==> src/osmc_pkg.sv <==
// Purpose: shared constants and types for the output shutoff and mixer
//          configuration block
// Assumes: 32-bit AXI4-Lite data, 8-bit byte addresses
// Notes: register offsets are word indices; byte address is index * 4
package osmc_pkg;

  // bus geometry
  localparam int unsigned ADDR_W = 8;
  localparam int unsigned DATA_W = 32;
  localparam int unsigned INDEX_W = 6;

  // register indices
  localparam logic [5:0] CFG_INDEX = 6'h02;
  localparam logic [5:0] STATUS_INDEX = 6'h04;
  localparam logic [5:0] MASK_INDEX = 6'h05;
  localparam logic [5:0] LIVE_INDEX = 6'h06;

  // configuration register layout
  localparam int unsigned CFG_W = 16;
  localparam logic [15:0] CFG_RESET = 16'h7000;
  localparam logic [15:0] CFG_WRITABLE = 16'h70E0;
  localparam int unsigned CFG_DACCLK_BIT = 14;
  localparam int unsigned CFG_DATACLK_BIT = 13;
  localparam int unsigned CFG_COLLISION_BIT = 12;
  localparam int unsigned CFG_FOUR_WIRE_BIT = 7;
  localparam int unsigned CFG_MIXER_BIT = 6;
  localparam int unsigned CFG_GAIN_BIT = 5;

  // alarm mask bits consulted for the shutoff paths
  localparam int unsigned MASK_COLLISION_BIT = 13;
  localparam int unsigned MASK_DACCLK_BIT = 10;
  localparam int unsigned MASK_DATACLK_BIT = 9;
  localparam int unsigned MASK_OUTPUT_BIT = 8;

  // interrupt status and mask layout
  localparam int unsigned EVT_W = 4;
  localparam logic [3:0] EVT_RESET = 4'h0;
  localparam int unsigned EVT_DACCLK_BIT = 0;
  localparam int unsigned EVT_DATACLK_BIT = 1;
  localparam int unsigned EVT_COLLISION_BIT = 2;
  localparam int unsigned EVT_SHUTOFF_BIT = 3;

  // axi responses
  localparam logic [1:0] RESP_OKAY = 2'h0;
  localparam logic [1:0] RESP_SLVERR = 2'h2;

  // monitor indications entering the block
  typedef struct packed {
    logic fifo_collision;
    logic dataclk_lost;
    logic dacclk_lost;
  } osmc_alarm_type;

  typedef enum logic [1:0] {
    WR_IDLE = 2'b01,
    WR_RESP = 2'b10
  } osmc_wr_state_type;

  typedef enum logic [1:0] {
    RD_IDLE = 2'b01,
    RD_DATA = 2'b10
  } osmc_rd_state_type;

endpackage

==> src/osmc_sync.sv <==
// Purpose: two-stage level synchroniser for monitor indications
// Assumes: inputs are quasi-static levels from another domain
// Notes: only the second stage leaves this module
`timescale 1ns/10ps
`default_nettype none
module osmc_sync #(
  parameter int unsigned WIDTH = 3
) (
  // clock and reset
  input wire logic aclk,
  input wire logic aresetn,
  // levels
  input wire logic [WIDTH-1:0] async_in,
  output logic [WIDTH-1:0] sync_out
);

  logic [WIDTH-1:0] stage1;

  // stage1 feeds stage two and nothing else
  always_ff @(posedge aclk) begin
    if (!aresetn) begin
      stage1 <= '0;
      sync_out <= '0;
    end else begin
      stage1 <= async_in;
      sync_out <= stage1;
    end
  end

endmodule
`default_nettype wire

==> src/osmc_top.sv <==
// Purpose: output shutoff and mixer configuration register with AXI4-Lite
//          access, shutoff decision and alarm interrupt
// Assumes: alarm mask comes from logic on aclk; monitor alarms are async
// Notes: reserved and unimplemented bits read as zero
//
// Functional notes
// - conversion clock loss shuts outputs if unmasked
// - data clock loss shuts outputs if unmasked
// - fifo collision shuts outputs if unmasked
// - bit 7 selects four or three wire
// - bit 6 enables mixing stage
// - bit 5 adds fixed 6 dB mixer gain
// - register resets to 0x7000
//
// The AXI4-Lite interface to the registers was chosen for this implementation.
`timescale 1ns/10ps
`default_nettype none
module osmc_top (
  // clock and reset
  input wire logic aclk,
  input wire logic aresetn,
  // axi write address
  input wire logic [osmc_pkg::ADDR_W-1:0] s_axi_awaddr,
  input wire logic [2:0] s_axi_awprot,
  input wire logic s_axi_awvalid,
  output logic s_axi_awready,
  // axi write data
  input wire logic [osmc_pkg::DATA_W-1:0] s_axi_wdata,
  input wire logic [3:0] s_axi_wstrb,
  input wire logic s_axi_wvalid,
  output logic s_axi_wready,
  // axi write response
  output logic [1:0] s_axi_bresp,
  output logic s_axi_bvalid,
  input wire logic s_axi_bready,
  // axi read address
  input wire logic [osmc_pkg::ADDR_W-1:0] s_axi_araddr,
  input wire logic [2:0] s_axi_arprot,
  input wire logic s_axi_arvalid,
  output logic s_axi_arready,
  // axi read data
  output logic [osmc_pkg::DATA_W-1:0] s_axi_rdata,
  output logic [1:0] s_axi_rresp,
  output logic s_axi_rvalid,
  input wire logic s_axi_rready,
  // monitor alarms and mask
  input wire osmc_pkg::osmc_alarm_type alarm_in,
  input wire logic [15:0] alarm_mask_register,
  // control outputs
  output logic analog_output_off,
  output logic four_wire_port_select,
  output logic mixer_enable,
  output logic mixer_gain_boost,
  // interrupt
  output logic irq
);

  // state
  osmc_pkg::osmc_wr_state_type wr_state;
  osmc_pkg::osmc_wr_state_type next_wr_state;
  osmc_pkg::osmc_rd_state_type rd_state;
  osmc_pkg::osmc_rd_state_type next_rd_state;

  logic aw_held;
  logic w_held;
  logic next_aw_held;
  logic next_w_held;
  logic [osmc_pkg::INDEX_W-1:0] wr_index;
  logic [osmc_pkg::DATA_W-1:0] wr_data;
  logic [3:0] wr_strb;

  logic [osmc_pkg::CFG_W-1:0] cfg;
  logic [osmc_pkg::EVT_W-1:0] status;
  logic [osmc_pkg::EVT_W-1:0] mask;
  logic [osmc_pkg::EVT_W-1:0] next_status;

  osmc_pkg::osmc_alarm_type alarm_sync;
  osmc_pkg::osmc_alarm_type alarm_prev;

  // handshakes
  wire aw_fire = s_axi_awvalid & s_axi_awready;
  wire w_fire = s_axi_wvalid & s_axi_wready;
  wire b_fire = s_axi_bvalid & s_axi_bready;
  wire ar_fire = s_axi_arvalid & s_axi_arready;
  wire r_fire = s_axi_rvalid & s_axi_rready;

  // monitor alarms cross in through two flops
  osmc_sync #(
    .WIDTH(3)
  ) alarm_sync_inst (
    .aclk(aclk),
    .aresetn(aresetn),
    .async_in(alarm_in),
    .sync_out(alarm_sync)
  );

  // write commits once both address and data are held
  wire wr_commit = (wr_state == osmc_pkg::WR_IDLE) & aw_held & w_held;

  wire wr_hit_cfg = wr_index == osmc_pkg::CFG_INDEX;
  wire wr_hit_status = wr_index == osmc_pkg::STATUS_INDEX;
  wire wr_hit_mask = wr_index == osmc_pkg::MASK_INDEX;
  wire wr_hit_live = wr_index == osmc_pkg::LIVE_INDEX;
  wire wr_mapped = wr_hit_cfg | wr_hit_status | wr_hit_mask | wr_hit_live;

  wire cfg_we = wr_commit & wr_hit_cfg;
  wire status_we = wr_commit & wr_hit_status & wr_strb[0];
  wire mask_we = wr_commit & wr_hit_mask & wr_strb[0];

  // byte lanes of the 16-bit register
  wire [15:0] lane_mask = {{8{wr_strb[1]}}, {8{wr_strb[0]}}};

  // reserved bits are not stored, so a stray one cannot stick
  wire [15:0] cfg_keep = lane_mask & osmc_pkg::CFG_WRITABLE;
  wire [15:0] next_cfg = (cfg & ~cfg_keep) | (wr_data[15:0] & cfg_keep);

  // shutoff paths, each gated by its own enable and two mask bits
  wire dacclk_path = cfg[osmc_pkg::CFG_DACCLK_BIT]
    & alarm_sync.dacclk_lost
    & ~alarm_mask_register[osmc_pkg::MASK_DACCLK_BIT]
    & ~alarm_mask_register[osmc_pkg::MASK_OUTPUT_BIT];
  wire dataclk_path = cfg[osmc_pkg::CFG_DATACLK_BIT]
    & alarm_sync.dataclk_lost
    & ~alarm_mask_register[osmc_pkg::MASK_DATACLK_BIT]
    & ~alarm_mask_register[osmc_pkg::MASK_OUTPUT_BIT];
  wire collision_path = cfg[osmc_pkg::CFG_COLLISION_BIT]
    & alarm_sync.fifo_collision
    & ~alarm_mask_register[osmc_pkg::MASK_COLLISION_BIT]
    & ~alarm_mask_register[osmc_pkg::MASK_OUTPUT_BIT];
  wire next_output_off = dacclk_path | dataclk_path | collision_path;

  // rising edges of the synchronised alarms and of the shutoff
  wire [osmc_pkg::EVT_W-1:0] evt_set = {
    next_output_off & ~analog_output_off,
    alarm_sync.fifo_collision & ~alarm_prev.fifo_collision,
    alarm_sync.dataclk_lost & ~alarm_prev.dataclk_lost,
    alarm_sync.dacclk_lost & ~alarm_prev.dacclk_lost
  };

  // write one to clear; a set in the same cycle wins
  wire [osmc_pkg::EVT_W-1:0] evt_clr =
    status_we ? wr_data[osmc_pkg::EVT_W-1:0] : '0;

  always_comb begin
    next_status = (status & ~evt_clr) | evt_set;
  end

  wire [osmc_pkg::EVT_W-1:0] next_mask =
    mask_we ? wr_data[osmc_pkg::EVT_W-1:0] : mask;

  // irq follows the mask written this cycle, not the stale one
  wire next_irq = |(next_status & next_mask);

  // read decode
  wire [osmc_pkg::INDEX_W-1:0] rd_index =
    s_axi_araddr[osmc_pkg::ADDR_W-1:2];
  wire rd_hit_cfg = rd_index == osmc_pkg::CFG_INDEX;
  wire rd_hit_status = rd_index == osmc_pkg::STATUS_INDEX;
  wire rd_hit_mask = rd_index == osmc_pkg::MASK_INDEX;
  wire rd_hit_live = rd_index == osmc_pkg::LIVE_INDEX;
  wire rd_mapped = rd_hit_cfg | rd_hit_status | rd_hit_mask | rd_hit_live;

  // live view: synced alarm levels and the shutoff itself
  wire [osmc_pkg::EVT_W-1:0] live_view = {
    analog_output_off,
    alarm_sync.fifo_collision,
    alarm_sync.dataclk_lost,
    alarm_sync.dacclk_lost
  };

  wire [osmc_pkg::DATA_W-1:0] rd_word =
    rd_hit_cfg ? {16'h0000, cfg} :
    rd_hit_status ? {28'h000_0000, status} :
    rd_hit_mask ? {28'h000_0000, mask} :
    rd_hit_live ? {28'h000_0000, live_view} :
    32'h0000_0000;

  wire [1:0] rd_resp = rd_mapped ? osmc_pkg::RESP_OKAY
                                 : osmc_pkg::RESP_SLVERR;

  // write channel sequencing
  always_comb begin
    next_wr_state = wr_state;
    next_aw_held = aw_held | aw_fire;
    next_w_held = w_held | w_fire;
    unique case (wr_state)
      osmc_pkg::WR_IDLE: begin
        if (wr_commit) begin
          next_wr_state = osmc_pkg::WR_RESP;
          next_aw_held = 1'b0;
          next_w_held = 1'b0;
        end
      end
      osmc_pkg::WR_RESP: begin
        if (b_fire) begin
          next_wr_state = osmc_pkg::WR_IDLE;
        end
      end
      default: begin
        next_wr_state = osmc_pkg::WR_IDLE;
      end
    endcase
  end

  // read channel sequencing
  always_comb begin
    next_rd_state = rd_state;
    unique case (rd_state)
      osmc_pkg::RD_IDLE: begin
        if (ar_fire) begin
          next_rd_state = osmc_pkg::RD_DATA;
        end
      end
      osmc_pkg::RD_DATA: begin
        if (r_fire) begin
          next_rd_state = osmc_pkg::RD_IDLE;
        end
      end
      default: begin
        next_rd_state = osmc_pkg::RD_IDLE;
      end
    endcase
  end

  wire next_awready = (next_wr_state == osmc_pkg::WR_IDLE) & ~next_aw_held;
  wire next_wready = (next_wr_state == osmc_pkg::WR_IDLE) & ~next_w_held;
  wire next_arready = next_rd_state == osmc_pkg::RD_IDLE;

  always_ff @(posedge aclk) begin
    if (!aresetn) begin
      wr_state <= osmc_pkg::WR_IDLE;
      aw_held <= 1'b0;
      w_held <= 1'b0;
      s_axi_awready <= 1'b0;
      s_axi_wready <= 1'b0;
    end else begin
      wr_state <= next_wr_state;
      aw_held <= next_aw_held;
      w_held <= next_w_held;
      s_axi_awready <= next_awready;
      s_axi_wready <= next_wready;
    end
  end

  // payload latches need no reset
  always_ff @(posedge aclk) begin
    if (aw_fire) begin
      wr_index <= s_axi_awaddr[osmc_pkg::ADDR_W-1:2];
    end
    if (w_fire) begin
      wr_data <= s_axi_wdata;
      wr_strb <= s_axi_wstrb;
    end
  end

  always_ff @(posedge aclk) begin
    if (!aresetn) begin
      s_axi_bvalid <= 1'b0;
      s_axi_bresp <= osmc_pkg::RESP_OKAY;
    end else if (wr_commit) begin
      s_axi_bvalid <= 1'b1;
      s_axi_bresp <= wr_mapped ? osmc_pkg::RESP_OKAY
                               : osmc_pkg::RESP_SLVERR;
    end else if (b_fire) begin
      s_axi_bvalid <= 1'b0;
    end
  end

  always_ff @(posedge aclk) begin
    if (!aresetn) begin
      rd_state <= osmc_pkg::RD_IDLE;
      s_axi_arready <= 1'b0;
      s_axi_rvalid <= 1'b0;
      s_axi_rdata <= 32'h0000_0000;
      s_axi_rresp <= osmc_pkg::RESP_OKAY;
    end else begin
      rd_state <= next_rd_state;
      s_axi_arready <= next_arready;
      s_axi_rvalid <= next_rd_state == osmc_pkg::RD_DATA;
      if (ar_fire) begin
        s_axi_rdata <= rd_word;
        s_axi_rresp <= rd_resp;
      end
    end
  end

  // configuration register
  always_ff @(posedge aclk) begin
    if (!aresetn) begin
      cfg <= osmc_pkg::CFG_RESET;
    end else if (cfg_we) begin
      cfg <= next_cfg;
    end
  end

  // mode bits drive the port and mixer straight from the register
  assign four_wire_port_select = cfg[osmc_pkg::CFG_FOUR_WIRE_BIT];
  assign mixer_enable = cfg[osmc_pkg::CFG_MIXER_BIT];
  assign mixer_gain_boost = cfg[osmc_pkg::CFG_GAIN_BIT];

  // shutoff is registered, one cycle after the synced alarm
  always_ff @(posedge aclk) begin
    if (!aresetn) begin
      analog_output_off <= 1'b0;
      alarm_prev <= '0;
    end else begin
      analog_output_off <= next_output_off;
      alarm_prev <= alarm_sync;
    end
  end

  // interrupt status, mask and output
  always_ff @(posedge aclk) begin
    if (!aresetn) begin
      status <= osmc_pkg::EVT_RESET;
      mask <= osmc_pkg::EVT_RESET;
      irq <= 1'b0;
    end else begin
      status <= next_status;
      mask <= next_mask;
      irq <= next_irq;
    end
  end

  // protection bits carry no meaning here
  wire unused_prot = ^{s_axi_awprot, s_axi_arprot, s_axi_araddr[1:0]};

endmodule
`default_nettype wire

==> config.mk <==
export PLATFORM = sky130hd
export DESIGN_NAME = osmc_top
export DESIGN_NICKNAME = d
export VERILOG_FILES = /design/src/osmc_pkg.sv /design/src/osmc_sync.sv /design/src/osmc_top.sv
export SDC_FILE = /design/constraint.sdc
export NUM_CORES = 1
export LEC_CHECK = 0
export ABC_AREA = 1
export CAP_MARGIN = 20
export CORE_ASPECT_RATIO = 1.5
export CORE_UTILIZATION = 40
export CTS_BUF_LIST = sky130_fd_sc_hd__clkbuf_4 sky130_fd_sc_hd__clkbuf_8
export DETAILED_ROUTE_END_ITERATION = 8
export DONT_BUFFER_PORTS = 1
export SKIP_CTS_REPAIR_TIMING = 1
export SLEW_MARGIN = 0
export SYNTH_ARGS = -nofsm -noshare
export SYNTH_HDL_FRONTEND = slang
export SYNTH_SLANG_ARGS = --single-unit
==> constraint.sdc <==
create_clock -name aclk -period 2.42 [get_ports aclk]
set_clock_uncertainty 0.1 [all_clocks]
set_input_delay 0.484 -clock aclk [delete_from_list [all_inputs] [get_ports aclk]]
set_output_delay 0.484 -clock aclk [all_outputs]
set_load 0.02 [all_outputs]
==> reports/qor.tcl <==
set qor(run_status) {complete, no violations}
set qor(grt_setup_unrepaired) {no}
set qor(synth_warnings) 0
set qor(place.detailed.hpwl_um) 3725
set qor(path_max_fanout) 4
set qor(initial_core_util) 0.4195
set qor(syn2layout_area_growth_pct) 8.558
set qor(fp.dieArea_sq_mm) 0.007288
set qor(reg_clk_slew_reported_paths_ns) 0.07
set qor(cts-buffers-inserted) 9
set qor(clk-insertion-delay-late_ns) 0.34
set qor(timing.final.crit_share) 0.7396
set qor(synth-xor-area-share) 0
set qor(tns_ns) 0
set qor(power.ir.vdd_worst_v) 0.0008179
set qor(synth_seq_area_share) 0.5405
set qor(postSynthAreaPerCell_sq_um) 8.292
set qor(worst-r2r-setup-slack_ns) 0.63
set qor(cellPowerDensity_mw_per_mm2) 951.0
set qor(gpl.final_weighted_congestion) 0.8218
set qor(grt.total_usage) 0.1516
set qor(worst_setup_path_startpoint) {wr_state[0]}
set qor(routed_via_density) 4.742
set qor(die_x_um) 70.04
set qor(wl_per_cell_um) 11.95
set qor(cp_cell_sequence) {ha_1 > nand4_1 > nor2_1 > nand2_1 > nand2_1 > nand2_1 > nand2_1 > nand2_1 > nor2_1 > nor2_1}
set qor(postSynthCellCount) 335
set qor(routed_wl_um) 5056
set qor(signal_arrival_time_at_the_worst_endpoint_ns) 1.93
set qor(synth_seq_cells) 66
set qor(synthSimpleGateAreaFrac) 0.2324
set qor(fin_nets) 430
set qor(clock_tree.buffer_depth) 2
set qor(placeableCoreArea_sq_mm) 0.006621
set qor(grt_pass1_wl_um) 8431
set qor(grt_max_degree) 26
set qor(leakage_uw) 0.001349
set qor(synth_largest_area_cell) {sky130_fd_sc_hd__dfxtp_1}
set qor(drive_above_1_share) 0.08069
set qor(drc) 0
set qor(ctsHtreeMaxLevel) 3
set qor(timing.critical_path.from_type) {register}
set qor(fin_crit_ns) 1.790
set qor(final.hold.worst_slack_ns) 0.1105
set qor(grt_antenna_before_repair) 0
set qor(synth_top_area_frac) 0.3459
set qor(worst_path_most_repeated_cell) {sky130_fd_sc_hd__nand2_1}
set qor(row_count) 36
set qor(global_route.overflow_total) 0
set qor(finalWorstSetupSlack_ns) 0.6301
set qor(synthesized_area_sq_mm) 0.002778
set qor(design.portCount) 130
set qor(max_stage_delay_ns) 0.36
set qor(worstHoldStart) {aresetn}
set qor(synth.top_cells.by_area) {sky130_fd_sc_hd__dfxtp_1 (35%), sky130_fd_sc_hd__edfxtp_1 (19%), sky130_fd_sc_hd__nand2_1 (9.5%)}
set qor(vias) 2006
set qor(crit_end_category) {register}
set qor(final-max-slew-violation-count) 0
set qor(setup_viol) 0
set qor(max_freq_ghz) 0.5587
set qor(combinational_family_with_the_most_area_after_synthesis) {simple AND/OR/NAND/NOR gates}
set qor(use_met3) 0.06686
set qor(synthAdderAreaFrac) 0.01802
set qor(cp.required_ns) 2.56
set qor(antenna_violating_nets_post_route) 0
set qor(clkSinkCount) 66
set qor(portBuffers) 0
set qor(hold_viol_final) 0
set qor(holdCritPathClass) {in2reg}
set qor(r2r_start) {wr_state[0]}
set qor(via_count_of_the_first_global_routing_pass) 1867
set qor(tritoncts) {yes}
set qor(timing_worst_setup_path_type) {reg2reg}
set qor(globalRouteMet2Util) 0.2548
set qor(cts_root_buf) {sky130_fd_sc_hd__clkbuf_8}
set qor(crit_path_top_delay_cell) {sky130_fd_sc_hd__dfxtp_1}
set qor(yosys-mux-area-fraction) 0
set qor(die_h_um) 104.1
set qor(count_of_max_cap_constraint_violations) 0
set qor(synth_cell_type_count) 25
set qor(num_antenna_cells) 0
set qor(initial_drc_count) 88
set qor(synth-compound-area-share) 0.07252
set qor(place_worst_setup_slack_ns) 0.6289
set qor(grt-busiest-layer) {met2}
set qor(drt_first_pass_iters) 4
set qor(grt.met1_usage) 0.1551
-- metrics by stage --
step                instance area (sq um)    util  total power (uW)  cells
floorplan                            2864       -              1734    358
global placement                     2775  0.4191              1773    407
detailed placement                   2775  0.4191              1786    407
CTS                                  3015  0.4554              2899    423
global route                         3015  0.4554              3016    423
finish                               3015  0.4554              2867    423
-- worst max-delay path, delay by kind of cell (launching register included) --
family | cells | cell delay [ns]
DFF | 1 | 0.36
adders and majority gates | 1 | 0.23
and+or+nand+nor | 9 | 1.00
-- placed cells by master, fill, tap and decap left out --
| cell type | count |
|---|---|
| sky130_fd_sc_hd__nor4_1 | 1 |
| sky130_fd_sc_hd__nor2_4 | 1 |
| sky130_fd_sc_hd__nor2_2 | 4 |
| sky130_fd_sc_hd__a32o_1 | 1 |
| sky130_fd_sc_hd__dfxtp_1 | 48 |
| sky130_fd_sc_hd__or2_2 | 1 |
| sky130_fd_sc_hd__clkinv_2 | 1 |
| sky130_fd_sc_hd__edfxtp_1 | 18 |
| sky130_fd_sc_hd__nand3b_1 | 4 |
| sky130_fd_sc_hd__nor3_1 | 8 |
| sky130_fd_sc_hd__bufinv_16 | 3 |
| sky130_fd_sc_hd__nor3b_1 | 1 |
| sky130_fd_sc_hd__clkbuf_4 | 2 |
| sky130_fd_sc_hd__nand2_1 | 70 |
| sky130_fd_sc_hd__buf_4 | 2 |
| sky130_fd_sc_hd__o22ai_1 | 1 |
| sky130_fd_sc_hd__conb_1 | 24 |
| sky130_fd_sc_hd__nand2_2 | 2 |
| sky130_fd_sc_hd__nand4_1 | 3 |
| sky130_fd_sc_hd__inv_1 | 45 |
| sky130_fd_sc_hd__o21ai_1 | 4 |
| sky130_fd_sc_hd__a21oi_1 | 16 |
| sky130_fd_sc_hd__inv_2 | 2 |
| sky130_fd_sc_hd__ha_1 | 4 |
| sky130_fd_sc_hd__nor2_1 | 36 |
| sky130_fd_sc_hd__o21ai_0 | 17 |
| sky130_fd_sc_hd__inv_4 | 1 |
| sky130_fd_sc_hd__nand3_1 | 18 |
| sky130_fd_sc_hd__clkbuf_8 | 9 |
-- kinds of logic (layout without fill, tap and decap cells) --
kind of cell / after synthesis / after routing
other cells: 1 / 24
compound gates: 39 / 39
buf+inv: 76 / 65
fa+ha+maj: 4 / 4
flops: 66 / 66
simple gates: 149 / 149
-- power breakdown --
part | internal (uW) | leakage, uW | switching [uW]
combinational | 117 | 0.000667 | 243
sequential | 1270 | 0.000558 | 128
clock | 706 | 0.000125 | 402
-- worst paths after layout --
path                                                     to  depth (start not counted)
worst max register to register                          irq                         10
worst min-delay path                            wr_state[0]                          1
worst min register to register  alarm_sync_inst.sync_out[0]                          2
worst max-delay path                                    irq                         10
-- metal layers --
layer / share of wire / up-vias
li1: - / 1030
met1: 0.40 / 884
met2: 0.50 / 81
met3: 0.062 / 11
met4: 0.030 / 0
met5: 0 / -
-- registers in the layout, indices dropped and copies added (netlist names), 3 cells and up, named ones only --
register,cells
wr_data,10
alarm_prev,3
alarm_sync_inst.sync_out,3
mask,4
wr_index,6
s_axi_rdata,10
status,4
alarm_sync_inst.stage1,3
-- cell usage after synthesis, drive strengths merged --
| cell type | instances |
|---|---|
| o21ai | 21 |
| nor2 | 41 |
| nor3b | 1 |
| nand2 | 72 |
| nand4 | 3 |
| o22ai | 1 |
| nand3 | 18 |
| a32o | 1 |
| dfxtp | 48 |
| nor4 | 1 |
| a21oi | 16 |
| or2 | 1 |
| buf | 24 |
| edfxtp | 18 |
| nor3 | 8 |
| nand3b | 4 |
| inv | 47 |
| clkbuf | 5 |
| conb | 1 |
| ha | 4 |
-- area by class of cell --
type	instances	area, sq um
multi-input cells	216	987.2
inverters	47	176.4
clock inverters	5	101.3
flip-flops and latches	66	1501
repair buffers	2	15.01
fillers	650	3606
well taps	76	95.09
clock buffers	11	138.9
No activity file was read; power rests on OpenSTA's default activity.
